==> src/hsp_pkg.sv <==
/*
 Package for the sensor serial port host controller: register map, field
 positions, reset values and frame timing constants.
 Assumes a 10 MHz system clock and a three-wire serial sensor port.
*/
package hsp_pkg;
   // Register offsets of the device
   localparam logic [5:0] ADDR_IDENT = 6'h0f;
   localparam logic [5:0] ADDR_AVG_CFG = 6'h10;
   localparam logic [5:0] ADDR_CTRL_ONE = 6'h20;
   localparam logic [5:0] ADDR_CTRL_TWO = 6'h21;
   localparam logic [5:0] ADDR_CTRL_THREE = 6'h22;
   localparam logic [5:0] ADDR_STATUS = 6'h27;
   localparam logic [5:0] ADDR_HUM_LOW = 6'h28;
   localparam logic [5:0] ADDR_HUM_HIGH = 6'h29;
   localparam logic [5:0] ADDR_TEMP_LOW = 6'h2a;
   localparam logic [5:0] ADDR_TEMP_HIGH = 6'h2b;
   localparam logic [5:0] ADDR_CALIB = 6'h30;
   // Reset values of the device registers
   localparam logic [7:0] RST_AVG_CFG = 8'h1b;
   localparam logic [7:0] RST_CTRL = 8'h00;
   // Field positions
   localparam int POS_TEMP_AVG = 3;
   localparam int POS_HUM_AVG = 0;
   localparam int POS_POWER = 7;
   localparam int POS_HOLD = 2;
   localparam int POS_RATE = 0;
   localparam int POS_ONE_SHOT = 0;
   // Frame layout
   localparam int CMD_BITS = 8;
   localparam int BYTE_BITS = 8;
   localparam logic CMD_WRITE = 1'b0;
   localparam logic CMD_READ = 1'b1;
   // Timing: half serial clock period
   localparam int CLK_HZ = 10000000;
   localparam int HALF_PERIOD_NS = 500;
   localparam int HALF_CYC = (HALF_PERIOD_NS * (CLK_HZ / 1000000) + 999) / 1000;
   // Chip select setup and hold around the clock bursts
   localparam int CS_GAP_NS = 500;
   localparam int CS_GAP_CYC = (CS_GAP_NS * (CLK_HZ / 1000000) + 999) / 1000;
endpackage

==> src/hsp_host.sv <==
/*
 Host controller that drives a three-wire serial sensor port: chip select,
 serial clock and one shared data line. Takes a register access order from
 the user (read or write, auto-increment, index, byte count) and runs one frame.
 Assumes the user ports are synchronous to clk and that the wire level of the
 shared data line is resolved outside from the output enable.
*/
`timescale 1ns/100ps

// Contract
// - Select low begins, high ends transaction
// - Clock parked high while select high
// - Change data on fall, sample on rise
// - Sixteen pulses plus eight per extra byte
// - Bits begin at falling clock edges
// - First bit zero writes, one reads
// - Second bit enables index auto-increment
// - Bits two to seven carry index
// - Write data sent MSB first after command
// - Never write reserved address ranges
// - Calibration registers never written by host
// - Host sets hold bit for safe reads; this host never sets it itself
module hsp_host
   import hsp_pkg::*;
#(
   parameter int MAX_BYTES = 16
)
(
   // Clock and reset
   input wire logic clk,
   input wire logic rst,
   // User order
   input wire logic start,
   input wire logic read_not_write,
   input wire logic auto_increment_bit,
   input wire logic [5:0] reg_index,
   input wire logic [4:0] byte_count,
   input wire logic [7:0] write_byte,
   // User answer
   output logic write_taken,
   output logic [7:0] read_byte,
   output logic read_valid,
   output logic busy,
   output logic done,
   output logic refused,
   // Sensor pins
   output logic cs_n,
   output logic serial_clock_pin,
   output logic data_out,
   output logic data_oe_n,
   input wire logic data_in
);
   typedef enum logic [2:0] {ST_IDLE, ST_SETUP, ST_LOW, ST_HIGH, ST_HOLD} hsp_state_e;

   typedef struct packed {
      hsp_state_e state;
      logic [7:0] half_cnt;
      logic [2:0] bit_cnt;
      logic [4:0] bytes_left;
      logic in_cmd;
      logic rd;
      logic [7:0] shift;
      logic [7:0] rx;
      logic write_taken;
      logic [7:0] read_byte;
      logic read_valid;
      logic busy;
      logic done;
      logic refused;
      logic cs_n;
      logic sclk;
      logic dout;
      logic oe_n;
   } hsp_regs_s;

   hsp_regs_s q;
   hsp_regs_s d;
   logic bad_target;

   // Writes to reserved ranges or calibration damage the part; the identity
   // and output registers are read only, so such writes are refused.
   always_comb
   begin
      bad_target = 1'b0;
      if (reg_index < ADDR_IDENT) bad_target = 1'b1;
      if (reg_index > ADDR_AVG_CFG && reg_index < ADDR_CTRL_ONE) bad_target = 1'b1;
      if (reg_index > ADDR_CTRL_THREE) bad_target = 1'b1;
      if (reg_index == ADDR_IDENT) bad_target = 1'b1;
      // A multi-byte write that runs past the control block is refused too
      if (auto_increment_bit && byte_count > 5'd1
          && ({1'b0, reg_index} + 7'(byte_count) - 7'd1) > {1'b0, ADDR_CTRL_THREE}
          && reg_index >= ADDR_CTRL_ONE)
         bad_target = 1'b1;
      if (auto_increment_bit && byte_count > 5'd1 && reg_index == ADDR_AVG_CFG)
         bad_target = 1'b1;
   end

   // Next state of the whole controller
   always_comb
   begin
      d = q;
      d.write_taken = 1'b0;
      d.read_valid = 1'b0;
      d.done = 1'b0;
      d.refused = 1'b0;
      case (q.state)
         ST_IDLE:
         begin
            d.cs_n = 1'b1;
            d.sclk = 1'b1;
            d.oe_n = 1'b1;
            if (start)
            begin
               if (byte_count == 5'd0 || byte_count > 5'(MAX_BYTES)
                   || (!read_not_write && bad_target))
                  d.refused = 1'b1;
               else
               begin
                  // Command byte: direction, increment, index
                  d.shift = {read_not_write, auto_increment_bit, reg_index};
                  d.rd = read_not_write;
                  d.bytes_left = byte_count;
                  d.in_cmd = 1'b1;
                  d.bit_cnt = 3'd0;
                  d.cs_n = 1'b0;
                  d.busy = 1'b1;
                  d.half_cnt = 8'(CS_GAP_CYC - 1);
                  d.state = ST_SETUP;
               end
            end
         end
         ST_SETUP:
         begin
            if (q.half_cnt != 8'd0)
               d.half_cnt = q.half_cnt - 8'd1;
            else
            begin
               // Falling edge opens each bit; sender drives here
               d.sclk = 1'b0;
               d.oe_n = !(q.in_cmd || !q.rd) ? 1'b1 : 1'b0;
               d.dout = q.shift[7];
               d.half_cnt = 8'(HALF_CYC - 1);
               d.state = ST_LOW;
            end
         end
         ST_LOW:
         begin
            if (q.half_cnt != 8'd0)
               d.half_cnt = q.half_cnt - 8'd1;
            else
            begin
               // Rising edge: receiver samples
               d.sclk = 1'b1;
               if (!q.in_cmd && q.rd)
                  d.rx = {q.rx[6:0], data_in};
               d.half_cnt = 8'(HALF_CYC - 1);
               d.state = ST_HIGH;
            end
         end
         ST_HIGH:
         begin
            if (q.half_cnt != 8'd0)
               d.half_cnt = q.half_cnt - 8'd1;
            else
            begin
               d.shift = {q.shift[6:0], 1'b0};
               d.bit_cnt = q.bit_cnt + 3'd1;
               d.half_cnt = 8'(HALF_CYC - 1);
               if (q.bit_cnt == 3'(BYTE_BITS - 1))
               begin
                  // Byte boundary: eight more pulses per extra byte
                  if (!q.in_cmd)
                  begin
                     d.bytes_left = q.bytes_left - 5'd1;
                     if (q.rd)
                     begin
                        d.read_byte = q.rx;
                        d.read_valid = 1'b1;
                     end
                  end
                  d.in_cmd = 1'b0;
                  if (!q.in_cmd && q.bytes_left == 5'd1)
                  begin
                     d.oe_n = 1'b1;
                     d.half_cnt = 8'(CS_GAP_CYC - 1);
                     d.state = ST_HOLD;
                  end
                  else
                  begin
                     // Load next data byte; the device advances its own index when auto-increment is set
                     if (!q.rd)
                     begin
                        d.shift = write_byte;
                        d.write_taken = 1'b1;
                     end
                     d.sclk = 1'b0;
                     d.oe_n = q.rd ? 1'b1 : 1'b0;
                     d.dout = q.rd ? 1'b0 : write_byte[7];
                     d.state = ST_LOW;
                  end
               end
               else
               begin
                  d.sclk = 1'b0;
                  d.dout = q.shift[6];
                  d.state = ST_LOW;
               end
            end
         end
         ST_HOLD:
         begin
            if (q.half_cnt != 8'd0)
               d.half_cnt = q.half_cnt - 8'd1;
            else
            begin
               d.cs_n = 1'b1;
               d.busy = 1'b0;
               d.done = 1'b1;
               d.state = ST_IDLE;
            end
         end
         default:
         begin
            d.state = ST_IDLE;
         end
      endcase
   end

   // State register
   always_ff @(posedge clk)
   begin
      if (rst)
      begin
         q <= '0;
         q.state <= ST_IDLE;
         q.cs_n <= 1'b1;
         q.sclk <= 1'b1;
         q.oe_n <= 1'b1;
      end
      else
         q <= d;
   end

   assign write_taken = q.write_taken;
   assign read_byte = q.read_byte;
   assign read_valid = q.read_valid;
   assign busy = q.busy;
   assign done = q.done;
   assign refused = q.refused;
   assign cs_n = q.cs_n;
   assign serial_clock_pin = q.sclk;
   assign data_out = q.dout;
   assign data_oe_n = q.oe_n;
endmodule

==> config.mk <==
export PLATFORM = sky130hd
export DESIGN_NAME = hsp_host
export DESIGN_NICKNAME = d
export VERILOG_FILES = /design/src/hsp_pkg.sv /design/src/hsp_host.sv
export SDC_FILE = /design/constraint.sdc
export NUM_CORES = 1
export LEC_CHECK = 0
export BUFFER_PORTS_ARGS = -buffer_cell sky130_fd_sc_hd__clkbuf_2
export CAP_MARGIN = 40
export CORE_MARGIN = 5
export CORE_UTILIZATION = 60
export DETAILED_ROUTE_END_ITERATION = 6
export GPL_TIMING_DRIVEN = 0
export MAX_ROUTING_LAYER = met4
export PLACE_DENSITY_LB_ADDON = 0.1
export SYNTH_ARGS = -nofsm -noshare
export SYNTH_HDL_FRONTEND = slang
export SYNTH_SLANG_ARGS = --single-unit
==> constraint.sdc <==
create_clock -name clk -period 8.7 [get_ports clk]
set_clock_uncertainty 0.05 [all_clocks]
set_input_delay 0.87 -clock clk [delete_from_list [all_inputs] [get_ports clk]]
set_output_delay 0.87 -clock clk [all_outputs]
set_load 0.01 [all_outputs]
[After elaboration in Yosys (flattened, before gate mapping)]
Cells that the tools add are included.
Word-level totals
  bits of input ports: 25
  logic and storage cells: 147
  bits in writable memories: 0
  memories: 0
  latch bits: 0
  flip-flop bits (word level): 54
  memory bits (read-only): 0
Cells by class
  divide/modulo/power cells: 0
  muxes and demuxes: 49
  shift-type cells: 0
  $lt $le $gt $ge: 8
  bitwise operators: 8
  equal/unequal tests: 18
  multipliers: 0
  $add $sub $neg: 5
  reduce and logical (&&, ||, !) cells: 41
Operators by type and width (number)
  two-way mux 29 bit: 2
  two-way mux 8 bit: 6
  two-way mux 3 bit: 8
  one-hot mux 8 bit (3 select lines): 1
  AND reduction 4 bit: 5
  two-way mux 1 bit: 18
  inequality test 2 bit, second input constant: 9
  one-hot mux 9 bit (2 select lines): 1
  one-hot mux 8 bit (2 select lines): 1
  one-hot mux 3 bit (5 select lines): 1
  AND reduction 5 bit: 3
  AND reduction 6 bit: 2
  OR reduction 5 bit: 2
  two-way mux 9 bit: 1
  logical AND 1 bit: 8
  NOT 1 bit: 8
  nonzero test 8 bit: 1
  subtractor 8 x 1 -> 8 bit, second input constant: 1
  adder 6 x 5 -> 7 bit: 1
  > comparator 7 x 6 -> 1 bit, second input constant: 1
  subtractor 7 x 1 -> 7 bit, second input constant: 1
  equality test 3 x 2 -> 1 bit, second input constant: 2
  equality test 3 bit, second input constant: 2
  equality test 6 x 4 -> 1 bit, second input constant: 1
  30 further kinds: 43

[Depth between registers and ports, before layout]
Gate-level depths: netlist of the first run.
  word-level depth: 12
  depth in mapped cells: 14
  gate-level depth less buffers: 13

[Least setup slack after synthesis of the first run]
OpenSTA, ideal clock, no wires.
  kind: input-to-reg
  from: input reg_index[1]
  to: register q[29] (netlist bit)
  stages on the path: 14
  slack: 5313 ps
  arrival time: 3251 ps
  setup time: 86 ps
  cell sequence: inv_1 -> ha_1 -> inv_1 -> ha_1 -> inv_1 -> fa_1 -> nand2b_1 -> a21oi_1 -> mux2i_1 -> o211ai_4 -> a21oi_4 -> buf_6 -> a31oi_1 -> a221oi_2
On the way
  cells in the longest elaborated chain, start to end: 11
  elaborated cells on any way between the ends: 24
  classes of those cells: add/sub (2); order compare (6); eq/ne (3); mux (6); reduce/logical (7)
Ends and longest elaborated chain
  from (decl): line hsp_host.sv:36  | input wire logic [5:0] reg_index,
  adder 6 x 5 -> 7 bit, or another cell as far along: line hsp_host.sv:91  | && ({1'b0, reg_index} + 7'(byte_count) - 7'd1) > {1'b0, ADDR_CTRL_THREE}
  subtractor 7 x 1 -> 7 bit, or another cell as far along: line hsp_host.sv:91
  > comparator 7 x 6 -> 1 bit or two-way mux 1 bit (tied branches): line hsp_host.sv:91, hsp_host.sv:86
  logical AND 1 bit or two-way mux 1 bit (tied branches): line hsp_host.sv:91, hsp_host.sv:87
  logical AND 1 bit or two-way mux 1 bit (tied branches): line hsp_host.sv:92, hsp_host.sv:88
  two-way mux 1 bit: line hsp_host.sv:90  | if (auto_increment_bit && byte_count > 5'd1
  two-way mux 1 bit (*): line hsp_host.sv:94  | if (auto_increment_bit && byte_count > 5'd1 && reg_index == ADDR_AVG_CFG)
  logical AND 1 bit (*): line hsp_host.sv:115  | || (!read_not_write && bad_target))
  logical OR 1 bit (*): line hsp_host.sv:115
  inequality test 2 bit (no source line) (*)
  AND reduction 4 bit (no source line) (*)
  to (decl): line hsp_host.sv:76  | hsp_regs_s q;
Mark *: on every way between the ends. The rest lies on a longest branch, timed or not.
A chain may end at the register's enable or synchronous reset.

[Worst setup path after layout of the first run]
  from: input byte_count[1]
  to: register q[28] (netlist bit)
On the way
  cells in the longest elaborated chain, start to end: 11
  elaborated cells on any way between the ends: 17
  classes of those cells: add/sub (2); order compare (3); eq/ne (1); mux (2); reduce/logical (9)
Ends and longest elaborated chain
  from (decl): line hsp_host.sv:37  | input wire logic [4:0] byte_count,
  adder 6 x 5 -> 7 bit: line hsp_host.sv:91
  subtractor 7 x 1 -> 7 bit: line hsp_host.sv:91
  > comparator 7 x 6 -> 1 bit: line hsp_host.sv:91
  logical AND 1 bit: line hsp_host.sv:91
  logical AND 1 bit: line hsp_host.sv:92  | && reg_index >= ADDR_CTRL_ONE)
  two-way mux 1 bit: line hsp_host.sv:90
  two-way mux 1 bit: line hsp_host.sv:94
  logical AND 1 bit: line hsp_host.sv:115
  logical OR 1 bit (*): line hsp_host.sv:115
  inequality test 2 bit (no source line) (*)
  AND reduction 4 bit (no source line) (*)
Marks and branches as above.

==> impl_metrics.ini, run 1 <==
[clock_network]
clk_pin_slew_ns = 0.11
cts_buffers = 5
cts_tree = built
cts_buffer_depth = 2
cts_sinks = 54
clk_latency_ns = 0.31
clockRootBuffer = clkbuf_8
post_cts.repair.setup_buffers = 0
htree_levels = 2
postCtsHoldBufs = 0
post_cts_resized = 0

[timing]
period_minus_slack_ns = 3.62
rsz0062_at_grt = false
hold_viol = 0
finalWorstSetupSlack_ns = 5.08
setup_viol_count_final = 0
tns_ns = 0
maxSlewViolCount = 0
max_freq_mhz = 277
relSlewSlack_pct = 52.8
fin_crit_sh_pct = 41.6
tightest_slew_ns = 0.701

[worst_setup_path]
regToRegStartpoint = q[47]$_SDFFE_PP0P_
required_ns = 8.87
end_kind = flip-flop
crit_fanout = 8
cp-startpoint = byte_count[1]
arrival_ns = 3.79
crit_chain = clkbuf_2 > inv_1 > ha_1 > inv_1 > ha_1 > inv_1 > fa_1 > nand2b_1 > a21oi_1 > mux2i_1 > o211a_1 > o21ai_1 > nand2_1 > a221oi_1
start_kind = primary input
crit_slowest_cell = fa_1
critPathKind = primary input to flip-flop
path_common_cell = inv_1
max_stage_delay_ns = 0.39

[synthesis]
ys_seq_area_share_pct = 34.3
syn_inst = 387
synth_edf_count = 0
syn-mean-instance-area_sq_um = 8.14
yosysWarnings = 0
yosys_register_bits = 54
synth.distinct_cells = 58
syn-num-nets = 429
yosys.area.top_type_share_pct = 34.3
yosysMostFrequentCell = nor2_1
synth.area.top_cells = dfxtp_1 (34%), nor2_1 (6.8%), ha_1 (6.4%)
ys.flop_type = dfxtp_1
synth_commonest_cells = nor2_1 (57), dfxtp_1 (54), nand2_1 (33), inv_1 (32), a21oi_1 (24)
syn_area_sq_mm = 0.00315
async_flop_share_pct = 0
synth_top_cell_by_area = dfxtp_1

[global_route]
antenna_found_initial = 0
grt_pass1_vias = 2765
grt_overflow = 0
grt.total_usage_pct = 24.5
grt_pass1_wl_um = 12500
grt_max_degree = 20

[drt]
via_per_inst = 5.76
drtPass1Iterations = 4
wl_per_cell_um = 14.8
drc = 0
ant_nets = 0
drt-initial-drc-count = 160
dr_total_vias = 2909
drt_wl_total_um = 7470

[cells_and_area]
nets = 476
drive_gt1_share_pct = 16.3
syn2layout_area_growth_pct = 12.2
final_area_sq_mm = 0.00354
fillers = 476
diodes = 0
final_util_pct = 69.3

[min_path]
hp-start = read_byte[1]$_SDFFE_PP0P_
hp-class = flip-flop to flip-flop

[power_and_ir_drop]
power_density_mw_per_mm2 = 189
p_leak_nw = 1.53
p_total_uw = 670
ir_worst_vdd_v = 0.000217

[floorplan]
core.rowCount = 26
io_pins = 42
die_x_um = 82.5
start_util_pct = 61.7
coreArea_sq_mm = 0.00511
die_height_um = 82.5
dieArea_sq_mm = 0.00680

[placement]
gp_congestion = 0.841
portBuffers = 40
post-place-ws_ns = 4.73
dpl_cell_area_sq_mm = 0.00344
hpwl_um = 5730

[job]
maxCapViolCount = 0

[status]
status = complete, no violations
[stage by stage]
step	std cells	hold WS, ns
after floorplan	387	0.387
after global placement	497	0.394
after detailed placement	497	0.397
after CTS	505	0.413
after global routing	505	0.431
final	505	0.410
[layout by cell type (no fill, tap or decap), drive strengths merged, types with 2 or more instances in the layout]
master   netlist  final
a21oi         26     26
a2111oi        3      3
a41o           2      2
ha            16     16
nor2b          2      2
dfxtp         54     54
nor4           4      4
or3            5      5
nand3         18     18
buf           10     10
a31oi         13     13
nand2b         5      5
and2           2      2
o311ai         2      2
a211oi         3      3
xnor2          2      2
clkbuf        16     61
a221oi         9      9
mux2i         16     16
inv           32     33
clkinv         0      2
nor2          57     57
o31ai          5      5
nand2         33     33
o21ai         12     12
nor3          10     10
o2111a         2      2
and4           4      4
a311oi         5      5
nor3b          2      2
[critical path: cells and delay by family]
family / cells / cell delay, ns
adder cells (fa/ha/maj): 3 / 0.82
AND/OR/NAND/NOR: 2 / 0.50
AO/OA/AOI/OAI: 4 / 1.13
multiplexers: 1 / 0.16
buffers and inverters: 4 / 0.32
[state kept, by name (all words and copies together) (netlist names)]
signal            cells
read_byte             8
busy                  1
read_valid            1
refused               1
data_oe_n             1
data_out              1
cs_n                  1
serial_clock_pin      1
q                    37
write_taken           1
done                  1
[routing by layer]
layer / wire length, um / vias up / GRT usage, %
li1: - / 1469 / -
met1: 3590 / 1367 / 31.1
met2: 3510 / 61 / 40.5
met3: 279 / 12 / 3.25
met4: 91 / 0 / 7.14
met5: 0 / - / -
[report_power, final]
part           leakage (nW)  internal (mW)  switching (mW)
Sequential            0.437          0.270          0.0163
Combinational          1.04         0.0821           0.153
Clock                0.0502         0.0598          0.0881
[cell families after synthesis]
group                    Yosys count  share of synthesized area (%)
AO/OA/AOI/OAI                     91                           22.3
XOR/XNOR                           3                          0.834
adder cells (fa/ha/maj)           17                           6.99
buffers and inverters             58                           8.14
flip-flops                        54                           34.3
multiplexers                      17                           5.44
AND/OR/NAND/NOR                  147                           22.0
[path summary, 6_finish.rpt]
check	to	slack, ns	depth (start not counted)
max	q[28]$_SDFFE_PP0P_	5.08	14
min	read_byte[1]$_SDFFE_PP0P_	0.41	2
max reg2reg	read_byte[3]$_SDFFE_PP0P_	6.21	8
min reg2reg	read_byte[1]$_SDFFE_PP0P_	0.41	2
[cell type report]
cell class | count | area [sq um] | area share (%)
timing repair buffer | 40 | 200 | 5.66
clock inverter | 3 | 28.8 | 0.814
sequential | 54 | 1080 | 30.6
clock buffer | 5 | 68.8 | 1.95
multi-input combinational | 275 | 1810 | 51.3
inverter | 32 | 120 | 3.40
tap | 70 | 87.6 | 2.48
buffer | 26 | 136 | 3.86
Note: power is estimated with default switching activity, not from simulation.
==> inputs of run 2 (changes only) <==
- CORE_UTILIZATION: 60 -> 52
- clock period: 8.7 -> 2.95 ns (I/O delays scaled with it)
==> impl_metrics.ini, run 2 (same netlist as run 1, synthesis figures left out) <==
[worst_setup_path]
end_kind = flip-flop
path_buf_inv = 5
arrival_ns = 3.04
r2r_cells = 8
crit_family = compound AO/OA/AOI/OAI gates
max_stage_delay_ns = 0.37
path_depth = 15
crit_fanout = 5
crit_chain = clkbuf_4 > inv_1 > ha_1 > inv_1 > ha_2 > inv_1 > fa_2 > nand2b_4 > a21oi_4 > mux2i_4 > o211ai_4 > a21oi_4 > buf_6 > a31oi_1 > a221oi_2
crit_slowest_cell = fa_2
required_ns = 3.11
cp-startpoint = byte_count[1]
path_common_cell = inv_1
critPathKind = primary input to flip-flop
regToRegStartpoint = q[47]$_SDFFE_PP0P_
start_kind = primary input

[cells_and_area]
syn2layout_area_growth_pct = 15.6
top_register = q
diodes = 0
final_cell_mix = nor2_1 (57), dfxtp_1 (54), clkbuf_2 (38), inv_1 (32), nand2_1 (32)
nets = 481
mostFrequentLayoutCell = nor2_1
largest_reg_flops = 37
stdcell_count = 514
final_area_sq_mm = 0.00364
fillers = 546
drive_gt1_share_pct = 19.4

[timing]
fin_crit_sh_pct = 97.5
setup_viol_count_final = 0
relSlewSlack_pct = 49.7
period_minus_slack_ns = 2.88
hold_viol = 0
tightest_slew_ns = 0.746
maxSlewViolCount = 0
max_freq_mhz = 348

[placement]
gp_congestion = 0.890
hpwl_um = 5730
dpl_cell_area_sq_mm = 0.00345
dp.cells = 502
portBuffers = 40

[drt]
drt-initial-drc-count = 237
drt_wl_total_um = 7890
drc = 0
dr_total_vias = 2962
drtPass1Iterations = 5
ant_nets = 0
wl_per_cell_um = 15.3
via_per_inst = 5.76

[min_path]
min_path_cells = 3
hp-start = data_in
hp-class = primary input to flip-flop

[floorplan]
die_x_um = 87.9
start_util_pct = 53.2
die_height_um = 87.9
dieArea_sq_mm = 0.00772
core.rowCount = 28
coreArea_sq_mm = 0.00592
io_pins = 42

[power_and_ir_drop]
p_total_mw = 1.97
p_leak_nw = 1.55
ir_worst_vdd_v = 0.000541
power_density_mw_per_mm2 = 541

[global_route]
antenna_found_initial = 0
grt_pass1_vias = 2834
grt.total_usage_pct = 22.6
grt_max_degree = 17
grt_overflow = 0
grt_pass1_wl_um = 13500

[clock_network]
clockRootBuffer = clkbuf_8
cts_buffer_depth = 2
clk_latency_ns = 0.30
cts_buffers = 5
clk_pin_slew_ns = 0.10
postCtsHoldBufs = 0
cts_tree = built
cts_sinks = 54
htree_levels = 2

[job]
maxCapViolCount = 0

[status]
status = complete, no violations
==> run 2: cell count changes in the layout (fill, tap and decap cells not counted), sizes merged <==
cell      delta
buf          +5
clkinv       -2
clkinvlp     +2
inv          -1
==> run 2: worst register-to-register path: stages (launching register included) <==
cell	delay, ns
dfxtp_1	0.36
nor4_1	0.38
and3_1	0.22
clkbuf_1	0.28
nand2_1	0.13
nor2_1	0.36
clkbuf_1	0.41
nand3_1	0.13
a21oi_1	0.15
==> run 2: where the power goes <==
part / internal, mW / total, mW / switching, mW
combinational: 0.262 / 0.733 / 0.471
clock: 0.163 / 0.396 / 0.233
sequential: 0.795 / 0.843 / 0.0476
==> run 2: path summary, 6_finish.rpt <==
kind / end / slack (ns)
worst max-delay path: q[30]$_SDFFE_PP0P_ / 0.07
worst min-delay path: q[17]$_SDFFE_PP0P_ / 0.17
worst max register to register: read_byte[7]$_SDFFE_PP0P_ / 0.41
worst min register to register: read_byte[2]$_SDFFE_PP0P_ / 0.41
==> run 2: stage by stage <==
step	hold WS [ns]	util, %	setup TNS, ns	worst slack, ns
floorplan	0.387	-	0	0.138
global placement	0.395	58.2	-7.40	-0.424
detailed placement	0.398	58.2	-8.36	-0.476
CTS	0.169	60.1	0	0.00755
global route	0.177	61.6	-0.123	-0.0296
finish	0.169	61.6	0	0.0745
==> run 2: what timing repair did <==
action	in CTS	in global routing
hold endpoints to repair	0	0
resized for setup	3	16
setup endpoints to repair	11	27
setup buffers	2	2
cloned	0	1
pin swaps	1	5
==> run 2: cell type report <==
type	instances	area (sq um)	share of cell area [%]
clock inverter	2	15.0	0.412
multi-input combinational	275	1890	51.8
tap	75	93.8	2.57
timing repair buffer	45	240	6.59
sequential	54	1080	29.7
buffer	26	139	3.81
inverter	32	120	3.30
clock buffer	5	68.8	1.89
==> run 2: layer usage <==
layer	GRT usage [%]	up-vias	routed length, um
met4	4.88	0	108
li1	-	1483	-
met1	31.0	1384	3620
met5	-	-	0
met3	3.39	16	412
met2	35.3	79	3740
==> inputs of run 3 (changes only) <==
==> constraint.sdc (replaced) <==
create_clock -name clk -period 2.95 [get_ports clk]
set_clock_uncertainty 0.05 [all_clocks]
set_input_delay 0.59 -clock clk [delete_from_list [all_inputs] [get_ports clk]]
set_output_delay 0.59 -clock clk [all_outputs]
set_load 0.01 [all_outputs]
==> impl_metrics.ini, run 3 (same netlist as run 1, synthesis figures left out) <==
[worst_setup_path]
required_ns = 3.13
crit_fanout = 4
arrival_ns = 3.06
crit_chain = buf_8 > inv_4 > ha_4 > inv_2 > ha_4 > inv_2 > fa_2 > nand2b_4 > a21oi_4 > mux2i_4 > o211ai_4 > a21oi_4 > buf_4 > a31oi_2 > a221oi_2
crit_family = compound AO/OA/AOI/OAI gates
max_stage_delay_ns = 0.33
path_depth = 15
path_buf_inv = 5
cp-startpoint = byte_count[1]
crit_slowest_cell = fa_2
critPathKind = primary input to flip-flop
endpoint = q[26]$_SDFFE_PP0P_
r2r_end = read_byte[1]$_SDFFE_PP0P_
r2r_cells = 8
end_kind = flip-flop
r2r_slack_ns = 0.33
start_kind = primary input
regToRegStartpoint = q[47]$_SDFFE_PP0P_

[power_and_ir_drop]
p_total_mw = 2.09
power_density_mw_per_mm2 = 535
p_leak_nw = 1.60
ir_worst_vdd_v = 0.000456

[cells_and_area]
diodes = 0
drive_gt1_share_pct = 26.8
final_area_sq_mm = 0.00391
stdcell_count = 519
fillers = 499
top_register = q
nets = 485
mostFrequentLayoutCell = nor2_1
regArea_sq_mm = 0.00108
multi_input_area_sq_mm = 0.00207
final_cell_mix = nor2_1 (57), dfxtp_1 (54), clkbuf_2 (33), nand2_1 (32), inv_1 (23)
largest_reg_flops = 37
syn2layout_area_growth_pct = 24.1

[floorplan]
die_height_um = 87.9
coreArea_sq_mm = 0.00592
die_x_um = 87.9
core.rowCount = 28
start_util_pct = 53.2
dieArea_sq_mm = 0.00772
io_pins = 42

[timing]
setup_viol_count_final = 0
relSlewSlack_pct = 50.1
fin_hold_ws_ns = 0.412
fin_crit_sh_pct = 97.8
period_minus_slack_ns = 2.88
hold_viol = 0
maxSlewViolCount = 0
finalWorstSetupSlack_ns = 0.0657
max_freq_mhz = 347
tightest_slew_ns = 0.740
rsz0062_at_grt = true

[global_route]
use_met1_pct = 29.6
antenna_found_initial = 0
grt_pass1_wl_um = 13300
grt_max_degree = 20
grt_pass1_vias = 2870
busiest_layer = met2
use_met2_pct = 35.4
grt_overflow = 0
grt_util_met3_pct = 3.39
grt.total_usage_pct = 22.0

[drt]
drtPass1Iterations = 4
ant_nets = 0
drt_wl_total_um = 8140
wl_per_cell_um = 15.7
via_per_inst = 5.77
drt-initial-drc-count = 198
dr_total_vias = 2995
drc = 0

[job]
maxCapViolCount = 0

[clock_network]
postCtsHoldBufs = 0
cts_sinks = 54
cts_tree = built
clk_pin_slew_ns = 0.10
cts_buffer_depth = 2
htree_levels = 2
clockRootBuffer = clkbuf_8
cts_buffers = 5
clk_latency_ns = 0.31

[min_path]
hp-class = flip-flop to flip-flop
hp-start = read_byte[7]$_SDFFE_PP0P_

[placement]
portBuffers = 40
hpwl_um = 5840
gp_congestion = 0.834
dpl_cell_area_sq_mm = 0.00351
dp.cells = 502
post-place-ws_ns = -0.579

[status]
status = complete, no violations
## run 3: cell types whose count changed in the layout (fill, tap and decap cells not counted), moves of 3 or more
cell | before | now
a221oi_2 | 3 | 6
ha_1 | 15 | 10
buf_4 | 13 | 18
inv_2 | 0 | 8
clkbuf_2 | 38 | 33
a221oi_1 | 6 | 3
ha_4 | 0 | 5
a31oi_4 | 0 | 4
inv_1 | 32 | 23
a31oi_1 | 12 | 6
## run 3: through the flow
stage	TNS (ns)	utilization (%)
2_1_floorplan	-0.0377	-
3_3_place_gp	-11.07	59.2
3_5_place_dp	-12.62	59.2
4_1_cts	0	62.8
5_1_grt	-0.149	66.1
6_report	0	66.1
## run 3: how the worst min path moves through the flow
stage | depth (start not counted) | to | slack [ns]
6_report | 2 | read_byte[7]$_SDFFE_PP0P_ | 0.41
4_1_cts | 2 | read_byte[3]$_SDFFE_PP0P_ | 0.41
5_1_grt | 2 | read_byte[4]$_SDFFE_PP0P_ | 0.44
3_3_place_gp | 2 | read_byte[5]$_SDFFE_PP0P_ | 0.39
2_1_floorplan | 2 | read_byte[0]$_SDFFE_PP0P_ | 0.39
3_5_place_dp | 2 | read_byte[3]$_SDFFE_PP0P_ | 0.40
## run 3: power breakdown
group / leakage (nW) / total [mW] / switching (mW) / internal [mW]
Combinational: 1.11 / 0.802 / 0.511 / 0.292
Sequential: 0.437 / 0.844 / 0.0483 / 0.796
Clock: 0.0502 / 0.446 / 0.269 / 0.177
Total: 1.60 / 2.09 / 0.828 / 1.26
## run 3: routing by layer
layer  up-vias  part of all wire (%)  wire length, um
li1       1491                     -                -
met1      1432                    48             3930
met2        66                    47             3790
met3         6                   4.6              374
met4         0                  0.49               40
met5         -                     0                0
## run 3: layout make-up
| class | instances | area share, % |
|---|---|---|
| Inverter | 32 | 3.14 |
| Timing Repair Buffer | 49 | 7.61 |
| Multi-Input combinational cell | 275 | 53.0 |
| Clock buffer | 5 | 1.76 |
| Clock inverter | 3 | 0.736 |
| Buffer | 26 | 3.74 |
| Sequential cell | 54 | 27.6 |
| Tap cell | 75 | 2.40 |
## run 3: worst register-to-register path: stages, from the launching register on
cell,delay (ns)
dfxtp_1,0.35
nor4_1,0.40
and3_1,0.22
clkbuf_1,0.28
nand2_1,0.12
nor2_1,0.40
clkbuf_1,0.45
nand3_1,0.15
a21oi_1,0.14
## run 3: repair_timing
item / CTS / global route
pin swaps: 11 / 20
endpoints found under the setup margin: 23 / 26
buffers inserted: 4 / 5
gates resized for setup: 18 / 34
